<file path="src/sdli_pkg.sv">
/*
  sdli_pkg: constants shared by both ends of the three-wire DAC load link.
  Assumes: included before the interface and the end modules.
*/
package sdli_pkg;
  // ==========================================================
  // frame layout
  localparam int          SHIFT_W     = 16;
  localparam int          CODE_W      = 10;
  localparam int          LATCH_W     = 12;
  localparam int          CODE_MSB    = 11;
  localparam int          CODE_LSB    = 2;
  localparam int          DUMMY_W     = 4;
  localparam int          SUB_W       = 2;
  localparam logic [9:0]  CODE_RESET  = 10'h000;
  localparam logic [15:0] SHIFT_RESET = 16'h0000;
  localparam logic [4:0]  BITS_FULL   = 5'h10;
  localparam logic [4:0]  BITS_SHORT  = 5'h0c;
  localparam logic [4:0]  BITS_BYTE   = 5'h08;
  // ==========================================================
  // timing: host serial clock made from clk
  localparam int          CLK_NS      = 8;
  localparam int          SCLK_HALF_NS = 80;
  localparam int          HALF_CYC    = (SCLK_HALF_NS + CLK_NS - 1) / CLK_NS;
  localparam logic [3:0]  HALF_CNT    = 4'(HALF_CYC - 1);
  localparam logic [3:0]  GAP_CNT     = 4'(HALF_CYC - 1);
  localparam int          FIFO_DEPTH  = 16;
  // ==========================================================
  // host frame kinds
  typedef enum logic [1:0] {
    SDLI_FRAME_FULL  = 2'b00,
    SDLI_FRAME_SHORT = 2'b01,
    SDLI_FRAME_BYTES = 2'b10
  } sdli_frame_t;

  typedef enum logic [2:0] {
    SDLI_IDLE   = 3'b000,
    SDLI_SETUP  = 3'b001,
    SDLI_LOW    = 3'b010,
    SDLI_HIGH   = 3'b011,
    SDLI_BGAP   = 3'b100,
    SDLI_END    = 3'b101,
    SDLI_GAP    = 3'b110
  } sdli_state_t;
endpackage

</file>
<file path="src/sdli_link_if.sv">
/*
  sdli_link_if: the three wires plus chain output between host and DAC.
  Assumes: both ends run on one clk; all wires are one-way, no enables.
*/
`timescale 1ns/1ns
interface sdli_link_if;
  logic serialClk;
  logic serialData;
  logic selectN;
  logic chainOut;

  modport host (output serialClk, output serialData, output selectN, input chainOut);
  modport dac  (input serialClk, input serialData, input selectN, output chainOut);
endinterface

</file>
<file path="src/sdli_fifo.sv">
/*
  sdli_fifo: synchronous word FIFO with valid/ready on both sides.
  Assumes: single clock, asynchronous active-low reset.
*/
`timescale 1ns/1ns
module sdli_fifo #(
  parameter int WIDTH = 12,
  parameter int DEPTH = 16
) (
  // clock and reset
  input  wire logic             clk,
  input  wire logic             resetn,
  // fill side
  input  wire logic             inValid,
  output logic                  inReady,
  input  wire logic [WIDTH-1:0] inData,
  // drain side
  output logic                  outValid,
  input  wire logic             outReady,
  output logic [WIDTH-1:0]      outData
);
  localparam int AW = $clog2(DEPTH);

  logic [WIDTH-1:0] mem [DEPTH];
  logic [AW-1:0]    wrPtr_r;
  logic [AW-1:0]    rdPtr_r;
  logic [AW:0]      count_r;
  wire              doWrite;
  wire              doRead;

  assign inReady  = (count_r != (AW+1)'(DEPTH));
  assign outValid = (count_r != '0);
  assign outData  = mem[rdPtr_r];
  assign doWrite  = inValid & inReady;
  assign doRead   = outValid & outReady;

  always_ff @(posedge clk) begin
    if (doWrite) begin
      mem[wrPtr_r] <= inData;
    end
  end

  always_ff @(posedge clk or negedge resetn) begin
    if (!resetn) begin
      wrPtr_r <= '0;
      rdPtr_r <= '0;
      count_r <= '0;
    end else begin
      if (doWrite) wrPtr_r <= wrPtr_r + 1'b1;
      if (doRead) rdPtr_r <= rdPtr_r + 1'b1;
      count_r <= count_r + (AW+1)'(doWrite) - (AW+1)'(doRead);
    end
  end
endmodule

</file>
<file path="src/sdli_host.sv">
/*
  sdli_host: serial master that loads DAC codes from a 16-word FIFO.
  Assumes: the DAC end samples the link wires on its own clock.
*/
`timescale 1ns/1ns
module sdli_host (
  // clock and reset
  input  wire logic                clk,
  input  wire logic                resetn,
  // user side: 10-bit codes and frame kind
  input  wire logic                codeValid,
  output logic                     codeReady,
  input  wire logic [9:0]          codeData,
  input  wire logic [1:0]          frameKind,
  output logic                     busy,
  // link
  sdli_link_if.host                link
);
  // ==========================================================
  // queue
  logic       rdy_r;
  wire        qValid;
  logic       qReady;
  wire [11:0] qData;
  wire        inReadyW;

  // a word is taken only while codeReady shows, and codeReady drops for one
  // cycle after each take so that it never shows a stale not-full
  wire        takeCode = codeValid & rdy_r;

  sdli_fifo #(.WIDTH(12), .DEPTH(sdli_pkg::FIFO_DEPTH)) i_sdli_fifo (
    .clk      (clk),
    .resetn   (resetn),
    .inValid  (takeCode),
    .inReady  (inReadyW),
    .inData   ({frameKind, codeData}),
    .outValid (qValid),
    .outReady (qReady),
    .outData  (qData)
  );

  // ==========================================================
  // frame engine
  sdli_pkg::sdli_state_t state_r, state_nxt;
  logic [15:0] shift_r;
  logic [4:0]  bitsLeft_r;
  logic [4:0]  bitsSent_r;
  logic        bytes_r;
  logic [3:0]  div_r;
  logic        sclk_r, data_r, selN_r, busy_r;
  wire         tick   = (div_r == '0);
  wire [1:0]   kind   = qData[11:10];
  // sub-LSB bits forced to zero; upper four are zero dummies
  wire [15:0]  frame  = {4'h0, qData[9:0], 2'b00};
  wire [4:0]   nBits  = (kind == sdli_pkg::SDLI_FRAME_SHORT) ? sdli_pkg::BITS_SHORT
                                                             : sdli_pkg::BITS_FULL;

  always_comb begin
    state_nxt = state_r;
    qReady    = 1'b0;
    case (state_r)
      sdli_pkg::SDLI_IDLE:  if (qValid) begin
        state_nxt = sdli_pkg::SDLI_SETUP;
        qReady    = 1'b1;
      end
      sdli_pkg::SDLI_SETUP: if (tick) state_nxt = sdli_pkg::SDLI_LOW;
      sdli_pkg::SDLI_LOW:   if (tick) state_nxt = sdli_pkg::SDLI_HIGH;
      sdli_pkg::SDLI_HIGH:  if (tick) begin
        if (bitsLeft_r == 5'h01) state_nxt = sdli_pkg::SDLI_END;
        else if (bytes_r && bitsSent_r == sdli_pkg::BITS_BYTE - 5'h01)
          state_nxt = sdli_pkg::SDLI_BGAP;
        else state_nxt = sdli_pkg::SDLI_LOW;
      end
      sdli_pkg::SDLI_BGAP:  if (tick) state_nxt = sdli_pkg::SDLI_LOW;
      sdli_pkg::SDLI_END:   if (tick) state_nxt = sdli_pkg::SDLI_GAP;
      sdli_pkg::SDLI_GAP:   if (tick) state_nxt = sdli_pkg::SDLI_IDLE;
      default:              state_nxt = sdli_pkg::SDLI_IDLE;
    endcase
  end

  always_ff @(posedge clk or negedge resetn) begin
    if (!resetn) begin
      div_r <= '0;
    end else if (state_r == sdli_pkg::SDLI_IDLE || tick) begin
      div_r <= sdli_pkg::HALF_CNT;
    end else begin
      div_r <= div_r - 1'b1;
    end
  end

  always_ff @(posedge clk or negedge resetn) begin
    if (!resetn) begin
      state_r    <= sdli_pkg::SDLI_IDLE;
      shift_r    <= sdli_pkg::SHIFT_RESET;
      bitsLeft_r <= '0;
      bitsSent_r <= '0;
      bytes_r    <= 1'b0;
      sclk_r     <= 1'b0;
      data_r     <= 1'b0;
      selN_r     <= 1'b1;
      rdy_r      <= 1'b0;
      busy_r     <= 1'b0;
    end else begin
      state_r <= state_nxt;
      rdy_r   <= inReadyW & ~takeCode;
      busy_r  <= (state_nxt != sdli_pkg::SDLI_IDLE) || qValid;
      case (state_r)
        sdli_pkg::SDLI_IDLE: if (qValid) begin
          // select falls with the clock low, MSB placed ahead of the first rise
          selN_r     <= 1'b0;
          shift_r    <= (nBits == sdli_pkg::BITS_SHORT) ? {frame[11:0], 4'h0} : frame;
          bitsLeft_r <= nBits;
          bitsSent_r <= '0;
          bytes_r    <= (kind == sdli_pkg::SDLI_FRAME_BYTES);
        end
        sdli_pkg::SDLI_SETUP: if (tick) data_r <= shift_r[15];
        sdli_pkg::SDLI_LOW:   if (tick) sclk_r <= 1'b1;
        sdli_pkg::SDLI_HIGH:  if (tick) begin
          sclk_r     <= 1'b0;
          shift_r    <= {shift_r[14:0], 1'b0};
          data_r     <= shift_r[14];
          bitsLeft_r <= bitsLeft_r - 5'h01;
          bitsSent_r <= bitsSent_r + 5'h01;
        end
        // the END half period gives the chain its extra falling edge
        sdli_pkg::SDLI_END:   if (tick) selN_r <= 1'b1;
        sdli_pkg::SDLI_GAP:   sclk_r <= 1'b0;
        default: ;
      endcase
    end
  end

  assign codeReady      = rdy_r;
  assign busy           = busy_r;
  assign link.serialClk  = sclk_r;
  assign link.serialData = data_r;
  assign link.selectN    = selN_r;
endmodule

</file>
<file path="src/flat_wrapper.sv">
// flat-port wrapper written by rule: the top's interface ports become plain ports
module sdli_host_flat 
  (clk, resetn, codeValid, codeReady, codeData, frameKind, busy, link_serialClk, link_serialData, link_selectN, link_chainOut);
  sdli_link_if link_i ();
  input  wire logic clk;
  input  wire logic resetn;
  input  wire logic codeValid;
  output logic codeReady;
  input  wire logic [9:0] codeData;
  input  wire logic [1:0] frameKind;
  output logic busy;
  output wire logic [$bits(link_i.serialClk)-1:0] link_serialClk;
  output wire logic [$bits(link_i.serialData)-1:0] link_serialData;
  output wire logic [$bits(link_i.selectN)-1:0] link_selectN;
  input wire logic [$bits(link_i.chainOut)-1:0] link_chainOut;
  assign link_serialClk = link_i.serialClk;
  assign link_serialData = link_i.serialData;
  assign link_selectN = link_i.selectN;
  assign link_i.chainOut = link_chainOut;
  sdli_host u_core (.clk(clk), .resetn(resetn), .codeValid(codeValid), .codeReady(codeReady), .codeData(codeData), .frameKind(frameKind), .busy(busy), .link(link_i));
endmodule
</file>
<file path="config.mk">
export PLATFORM = sky130hd
export DESIGN_NAME = sdli_host_flat
export DESIGN_NICKNAME = d
export VERILOG_FILES = /design/src/sdli_pkg.sv /design/src/sdli_link_if.sv /design/src/sdli_fifo.sv /design/src/sdli_host.sv /design/src/flat_wrapper.sv
export SDC_FILE = /design/constraint.sdc
export NUM_CORES = 1
export LEC_CHECK = 0
export BUFFER_PORTS_ARGS = -buffer_cell sky130_fd_sc_hd__buf_2
export CAP_MARGIN = 20
export CORE_UTILIZATION = 45
export DETAILED_ROUTE_END_ITERATION = 6
export MAX_ROUTING_LAYER = met4
export PLACE_DENSITY = 0.68
export SYNTH_ARGS = -nofsm -noshare
export SYNTH_HDL_FRONTEND = slang
export SYNTH_SLANG_ARGS = --single-unit
</file>
<file path="constraint.sdc">
create_clock -name clk -period 3.8 [get_ports clk]
set_input_delay 0.19 -clock clk [delete_from_list [all_inputs] [get_ports clk]]
set_output_delay 0.19 -clock clk [all_outputs]
set_load 0.02 [all_outputs]
</file>
# Word-level counts from Yosys, hierarchy flattened
# Memories as Yosys holds them, arrays and structs flattened.
# Index checks and enable logic that the tools add are counted.
[classes]
mul = 0
shifts = 0
add_sub_neg = 7
muxes = 33
n_reduce_logical = 17
n_div = 0
n_bitwise = 5
eq_ne = 17
n_lt_le_gt_ge = 0
[op_table]
columns = ["cell", "n"]
rows = [
  ["two-way mux 16 bit", 3],
  ["case mux 16 bit (2 select lines)", 1],
  ["two-way mux 5 bit", 5],
  ["two-way mux 3 bit", 8],
  ["case mux 5 bit (2 select lines)", 2],
  ["case mux 3 bit (6 select lines)", 1],
  ["AND reduction 3 bit", 4],
  ["equality test 3 bit, second input constant", 3],
  ["two-way mux 1 bit", 9],
  ["adder 4 x 1 -> 4 bit, second input constant", 2],
  ["inequality test 2 x 1 -> 1 bit, second input constant", 4],
  ["equality test 3 x 2 -> 1 bit, second input constant", 2],
  ["nonzero test 2 bit", 3],
  ["nonzero test 3 bit", 2],
  ["adder 5 x 1 -> 5 bit", 1],
  ["adder 5 x 1 -> 5 bit, second input constant", 1],
  ["equality test 5 x 1 -> 1 bit, second input constant", 1],
  ["equality test 5 x 3 -> 1 bit, second input constant", 1],
  ["equality test 5 x 4 -> 1 bit, second input constant", 1],
  ["inequality test 5 bit, second input constant", 1],
  ["nonzero test 5 bit", 1],
  ["subtractor 5 x 1 -> 5 bit", 1],
  ["subtractor 5 x 1 -> 5 bit, second input constant", 1],
  ["bitwise AND 1 bit", 4],
  ["other kinds (15)", 17],
]
[totals]
rom_bits = 0
memories = 1
ramBits = 192
latch_bits = 0
input_bits = 16
output_inout_bits = 5
word_cells = 94
reg_bits = 52
[mem_list]
columns = ["memory", "depth", "width", "rd", "rd_ports_with_merged_regs", "wr", "line_no", "text"]
rows = [
  ["u_core.i_sdli_fifo.mem", 16, 12, 1, 0, 1, "sdli_fifo.sv:24", "logic [WIDTH-1:0] mem [DEPTH];"],
]

# Longest topological paths before layout
[depth]
depth_word = 8
ltp_mapped = 17
ltp_nobuf = 15

# By module
# From an unflattened synthesis, not the netlist that was laid out.
[unflattened]
cells_unflattened = 637
hier_area_um2 = 10116.0
[by_module_without_submodules]
columns = ["mod", "area_per_inst_um2", "seq_area_each_um2", "n_inst", "cells_each"]
rows = [
  ["sdli_fifo", 8181.6, 6090.8, 1, 435],
  ["sdli_host", 1934.4, 927.1, 1, 202],
]

# Least setup slack after synthesis
# OpenSTA, ideal clock, no wires.
[synth_path]
kind = "flip-flop to flip-flop"
from = "register u_core.i_sdli_fifo.count_r[3]"
to = "register u_core.i_sdli_fifo.count_r[4]"
path_stages_with_launch = 18
arrival_time_ps = 2799
setup_ps = 125
synth_period_minus_slack_ps = 2924
n_path_buf = 2
required_ps = 3675
setup_slack_ps = 876
path_cell_list = "dfrtp_1 inv_1 ha_1 or4b_1 clkbuf_1 nand2_1 inv_1 clkbuf_1 ha_1 inv_1 ha_1 inv_1 fa_1 inv_1 a21oi_1 nor2_1 nor2_1 xnor2_1"
[synth_between]
elab_chain_len = 5
elab_cells_between_ends = 8
classes_between = "add/sub: 2; eq/ne: 1; mux: 2; bitwise: 2; reduce/logical: 1"
[synth_lines]
columns = ["element", "line_no", "text"]
rows = [
  ["start, declared", "sdli_fifo.sv:27", "logic [AW:0] count_r;"],
  ["start signal, assigned", "sdli_fifo.sv:51", "count_r <= count_r + (AW+1)'(doWrite) - (AW+1)'(doRead);"],
  ["nonzero test 5 bit *", "sdli_fifo.sv:32", "assign outValid = (count_r != '0);"],
  ["two-way mux 1 bit", "sdli_host.sv:62", "sdli_pkg::SDLI_IDLE: if (qValid) begin"],
  ["two-way mux 1 bit", "sdli_host.sv:61", "case (state_r)"],
  ["bitwise AND 1 bit *", "sdli_fifo.sv:35", "assign doRead = outValid & outReady;"],
  ["net u_core.i_sdli_fifo.doRead", "sdli_fifo.sv:29", "wire doRead;"],
  ["subtractor 5 x 1 -> 5 bit *", "sdli_fifo.sv:51", ""],
]
# The timed path passes the listed nets; every way through them passes the cells marked *.
# A chain may end at the register's enable or synchronous reset.

# Final worst setup path
[layout_path]
from = "register u_core.i_sdli_fifo.count_r[3]"
to = "register u_core.i_sdli_fifo.count_r[4]"
[layout_between]
elab_chain_len = 5
elab_cells_between_ends = 8
classes_between = "add/sub: 2; eq/ne: 1; mux: 2; bitwise: 2; reduce/logical: 1"
[layout_lines]
columns = ["element", "line_no"]
rows = [
  ["parallel branches: the longest is 4 deep, another holds adder 5 x 1 -> 5 bit", "n/a"],
  ["subtractor 5 x 1 -> 5 bit *", "sdli_fifo.sv:51"],
]
# Every way passes the cells marked *.

==> flow_metrics.tcl <==
set metrics [dict create \
    critPathLaunchType "flop" \
    synth_edf_count 192 \
    die_h_um 151.4 \
    setup_viol 0 \
    clkPwrFrac_pct 38.3 \
    cpPeakStageDelay_ns 0.58 \
    core_um2 21820 \
    cts_htree_levels 1 \
    area_delta_synth_final_pct 12.64 \
    p_comb_share_pct 9.5 \
    yosysTopAreaCell "edfxtp_1" \
    die_area_um2 22910 \
    tightest_slew_ns 0.9655 \
    cp_data_arrival_time_ns 3.45 \
    num_rows 54 \
    die_x_um 151.4 \
    dr.pass1.iters 5 \
    synth_top_area_share_pct 57.43 \
    numCtsBuffers 25 \
    initial_core_util_pct 46.00 \
    final-max-slew-violation-count 0 \
    swShare_pct 23.38 \
    end_kind "flop" \
    path_cells "inv_1 > ha_1 > or4b_1 > nand2_1 > inv_1 > ha_1 > inv_1 > ha_1 > inv_1 > fa_1 > inv_1 > a21oi_1 > nor2_1 > nor2_1 > xnor2_1" \
    grt_pass1_wl_um 32500 \
    root_buffer "clkbuf_16" \
    drc 0 \
    place_area_um2 10490 \
    whs_ns 0.02100 \
    syn_area_per_cell_um2 16.54 \
    vias 5501 \
    cts.sinks 242 \
    synthTopCellsByCount "192 x edfxtp_1, 54 x nand2_1, 49 x dfrtp_1" \
    finClkSkew_ns 0.02397 \
    outcome "finished, final reports clean" \
    drt_iter0_drc 478 \
    crit_fanout 11 \
    diodes 0 \
    postRouteAntennaNets 0 \
    synth_most_common_cell "edfxtp_1" \
    clkTransAtPathRegs_ns 0.06 \
    ctsResizeCount 0 \
    layout_min_cycle_time_ns 3.051 \
    drive_gt1_share_pct 18.55 \
    portBuffers 19 \
    synth-seq-cells 242 \
    grt-ovfl-total 0 \
    worst_path_most_repeated_cell "inv_1" \
    io-pin-count 21 \
    dpl_worst_slack_ns 0.7487 \
    timing.fmax_ghz 0.3277 \
    routabilityCongestion 0.8240 \
    maxCapViolCount 0 \
    routed_wl_um 20770 \
    crit_buf_inv 5 \
    rsz0062_at_grt "false" \
    synthFlopType "edfxtp_1" \
    clk_latency_ns 0.54 \
    dp_hpwl_um 12680 \
    ir_worst_vdd_mv 0.4394 \
    synth_fp_nets 639 \
    cp_data_required_time_ns 4.20 \
    hold_viol_final 0 \
    ctsLongestPathBuffers 3 \
    intPower_mw 4.657 \
    switchingPower_mw 1.421 \
    ys_seq_area_share_pct 69.90 \
    total_power_mw 6.078 \
    post_drt_wl_per_cell_um 22.02 \
    p_leak_nw 4.032 \
    synth_area_leaders "edfxtp_1 57%, dfrtp_1 12%, mux4_2 8.1%" \
    final_nets 679 \
    setup_ws_ns 0.7487 \
    synth_cell_types 51 \
    final_cell_area_um2 11310 \
    cp_slowest_cell "or4b_1" \
    cts_tree "built" \
    first_global_vias 5676 \
    hold_path.class "in -> reg" \
    fin_crit_sh_pct 80.30 \
    worstSetupPathType "reg -> reg" \
    grt_max_degree 51 \
    synthArstFlopShare_pct 20.66 \
    yosysWarnings 0 \
    antenna_found_initial 0 \
    seqPwrFrac_pct 52.3 \
    drt-vias-per-instance 5.834 \
    grt_use_total_pct 19.92 \
    post-cts-setup-buffer-count 0 \
    p_per_area_nw_per_um2 537.5 \
    synthCells 607 \
    cp_top_family "adder cells" \
    synth_area_um2 10040 \
    setup_tns_ns 0 \
    max_slew_margin_pct 35.50 \
]
kinds of logic after synthesis:
| family | share of synthesized area (%) |
|---|---|
| AOI/OAI and AO/OA | 5.646 |
| buffers and inverters | 2.517 |
| DFF | 69.90 |
| and+or+nand+nor | 7.241 |
| xor gates and xnor gates | 1.309 |
| muxes | 11.32 |
| adders and majority gates | 2.069 |
per-layer routing:
layer	track usage, %	vias up	share of wire [%]
met3	3.313	32	5.2
met4	5.200	0	2.4
li1	-	2470	-
met2	33.74	183	52
met5	-	-	0
met1	24.88	2816	41
metrics by stage:
| step | util (%) | std cells |
|---|---|---|
| after detailed placement | 48.07 | 897 |
| after CTS | 51.73 | 942 |
| after floorplan | - | 607 |
| after global placement | 48.07 | 897 |
| final | 51.82 | 943 |
| after global routing | 51.82 | 943 |
power by group through the flow:
stage,clock [mW],sequential (mW),combinational (mW)
5_1_grt,2.47,3.20,0.650
3_5_place_dp,0,3.23,0.577
4_1_cts,2.36,3.18,0.580
3_3_place_gp,0,3.21,0.549
6_report,2.33,3.18,0.574
2_1_floorplan,0,3.18,0.388
cell type report:
type / instances / area (um^2)
fill: 1696 / 10520
sequential: 242 / 7020
multi-input combinational: 315 / 2789
clock buffer: 39 / 718.2
tap: 280 / 350.3
timing repair buffer: 44 / 300.3
inverter: 19 / 71.32
clock inverter: 4 / 58.81
state kept, by name, indices dropped and copies added (netlist names), 3 cells and up:
signal	count
u_core.bitsSent_r	5
u_core.i_sdli_fifo.rdPtr_r	4
u_core.bitsLeft_r	5
u_core.shift_r	14
u_core.i_sdli_fifo.wrPtr_r	4
u_core.i_sdli_fifo.count_r	5
u_core.div_r	4
u_core.state_r	3
u_core.i_sdli_fifo.mem	192
placed cells by master, fill, tap and decap left out, types with 4 or more instances in the layout:
| cell | netlist | final |
|---|---|---|
| clkbuf_1 | 12 | 10 |
| mux4_1 | 12 | 12 |
| nor2b_1 | 4 | 4 |
| nor3_1 | 9 | 5 |
| xor2_1 | 5 | 5 |
| clkbuf_16 | 0 | 25 |
| nor3_2 | 0 | 4 |
| mux4_2 | 36 | 36 |
| xnor2_1 | 10 | 10 |
| nand2_1 | 54 | 54 |
| o22ai_1 | 4 | 4 |
| buf_4 | 3 | 22 |
| o211ai_1 | 6 | 6 |
| edfxtp_1 | 192 | 192 |
| a21oi_1 | 14 | 14 |
| buf_2 | 9 | 19 |
| nor2_1 | 34 | 34 |
| o21ai_0 | 17 | 17 |
| nand4_1 | 15 | 15 |
| a221o_1 | 4 | 4 |
| clkbuf_8 | 0 | 4 |
| a22oi_1 | 27 | 27 |
| inv_1 | 19 | 19 |
| ha_1 | 15 | 15 |
| dfrtp_1 | 49 | 47 |
| nand3_1 | 16 | 16 |
path summary, 6_finish.rpt:
| kind | start | end | slack [ns] | cells past startpoint |
|---|---|---|---|---|
| worst min-delay path | codeData[9] | u_core.i_sdli_fifo.mem[4][9] | 0.02 | 1 |
| worst max register to register | u_core.i_sdli_fifo.count_r[3] | u_core.i_sdli_fifo.count_r[4] | 0.75 | 15 |
| worst min register to register | u_core.div_r[0] | u_core.div_r[0] | 0.46 | 1 |
| max in group asynchronous | resetn | u_core.link.selectN | 2.98 | 3 |
| min in group asynchronous | resetn | u_core.busy | 0.21 | 2 |
| worst max-delay path | u_core.i_sdli_fifo.count_r[3] | u_core.i_sdli_fifo.count_r[4] | 0.75 | 15 |
repair_timing:
action,in CTS,in global routing
endpoints found under the hold margin,50,0
hold buffers,2,0
setup endpoints to repair,0,0
(Power assumes the default switching activity.)
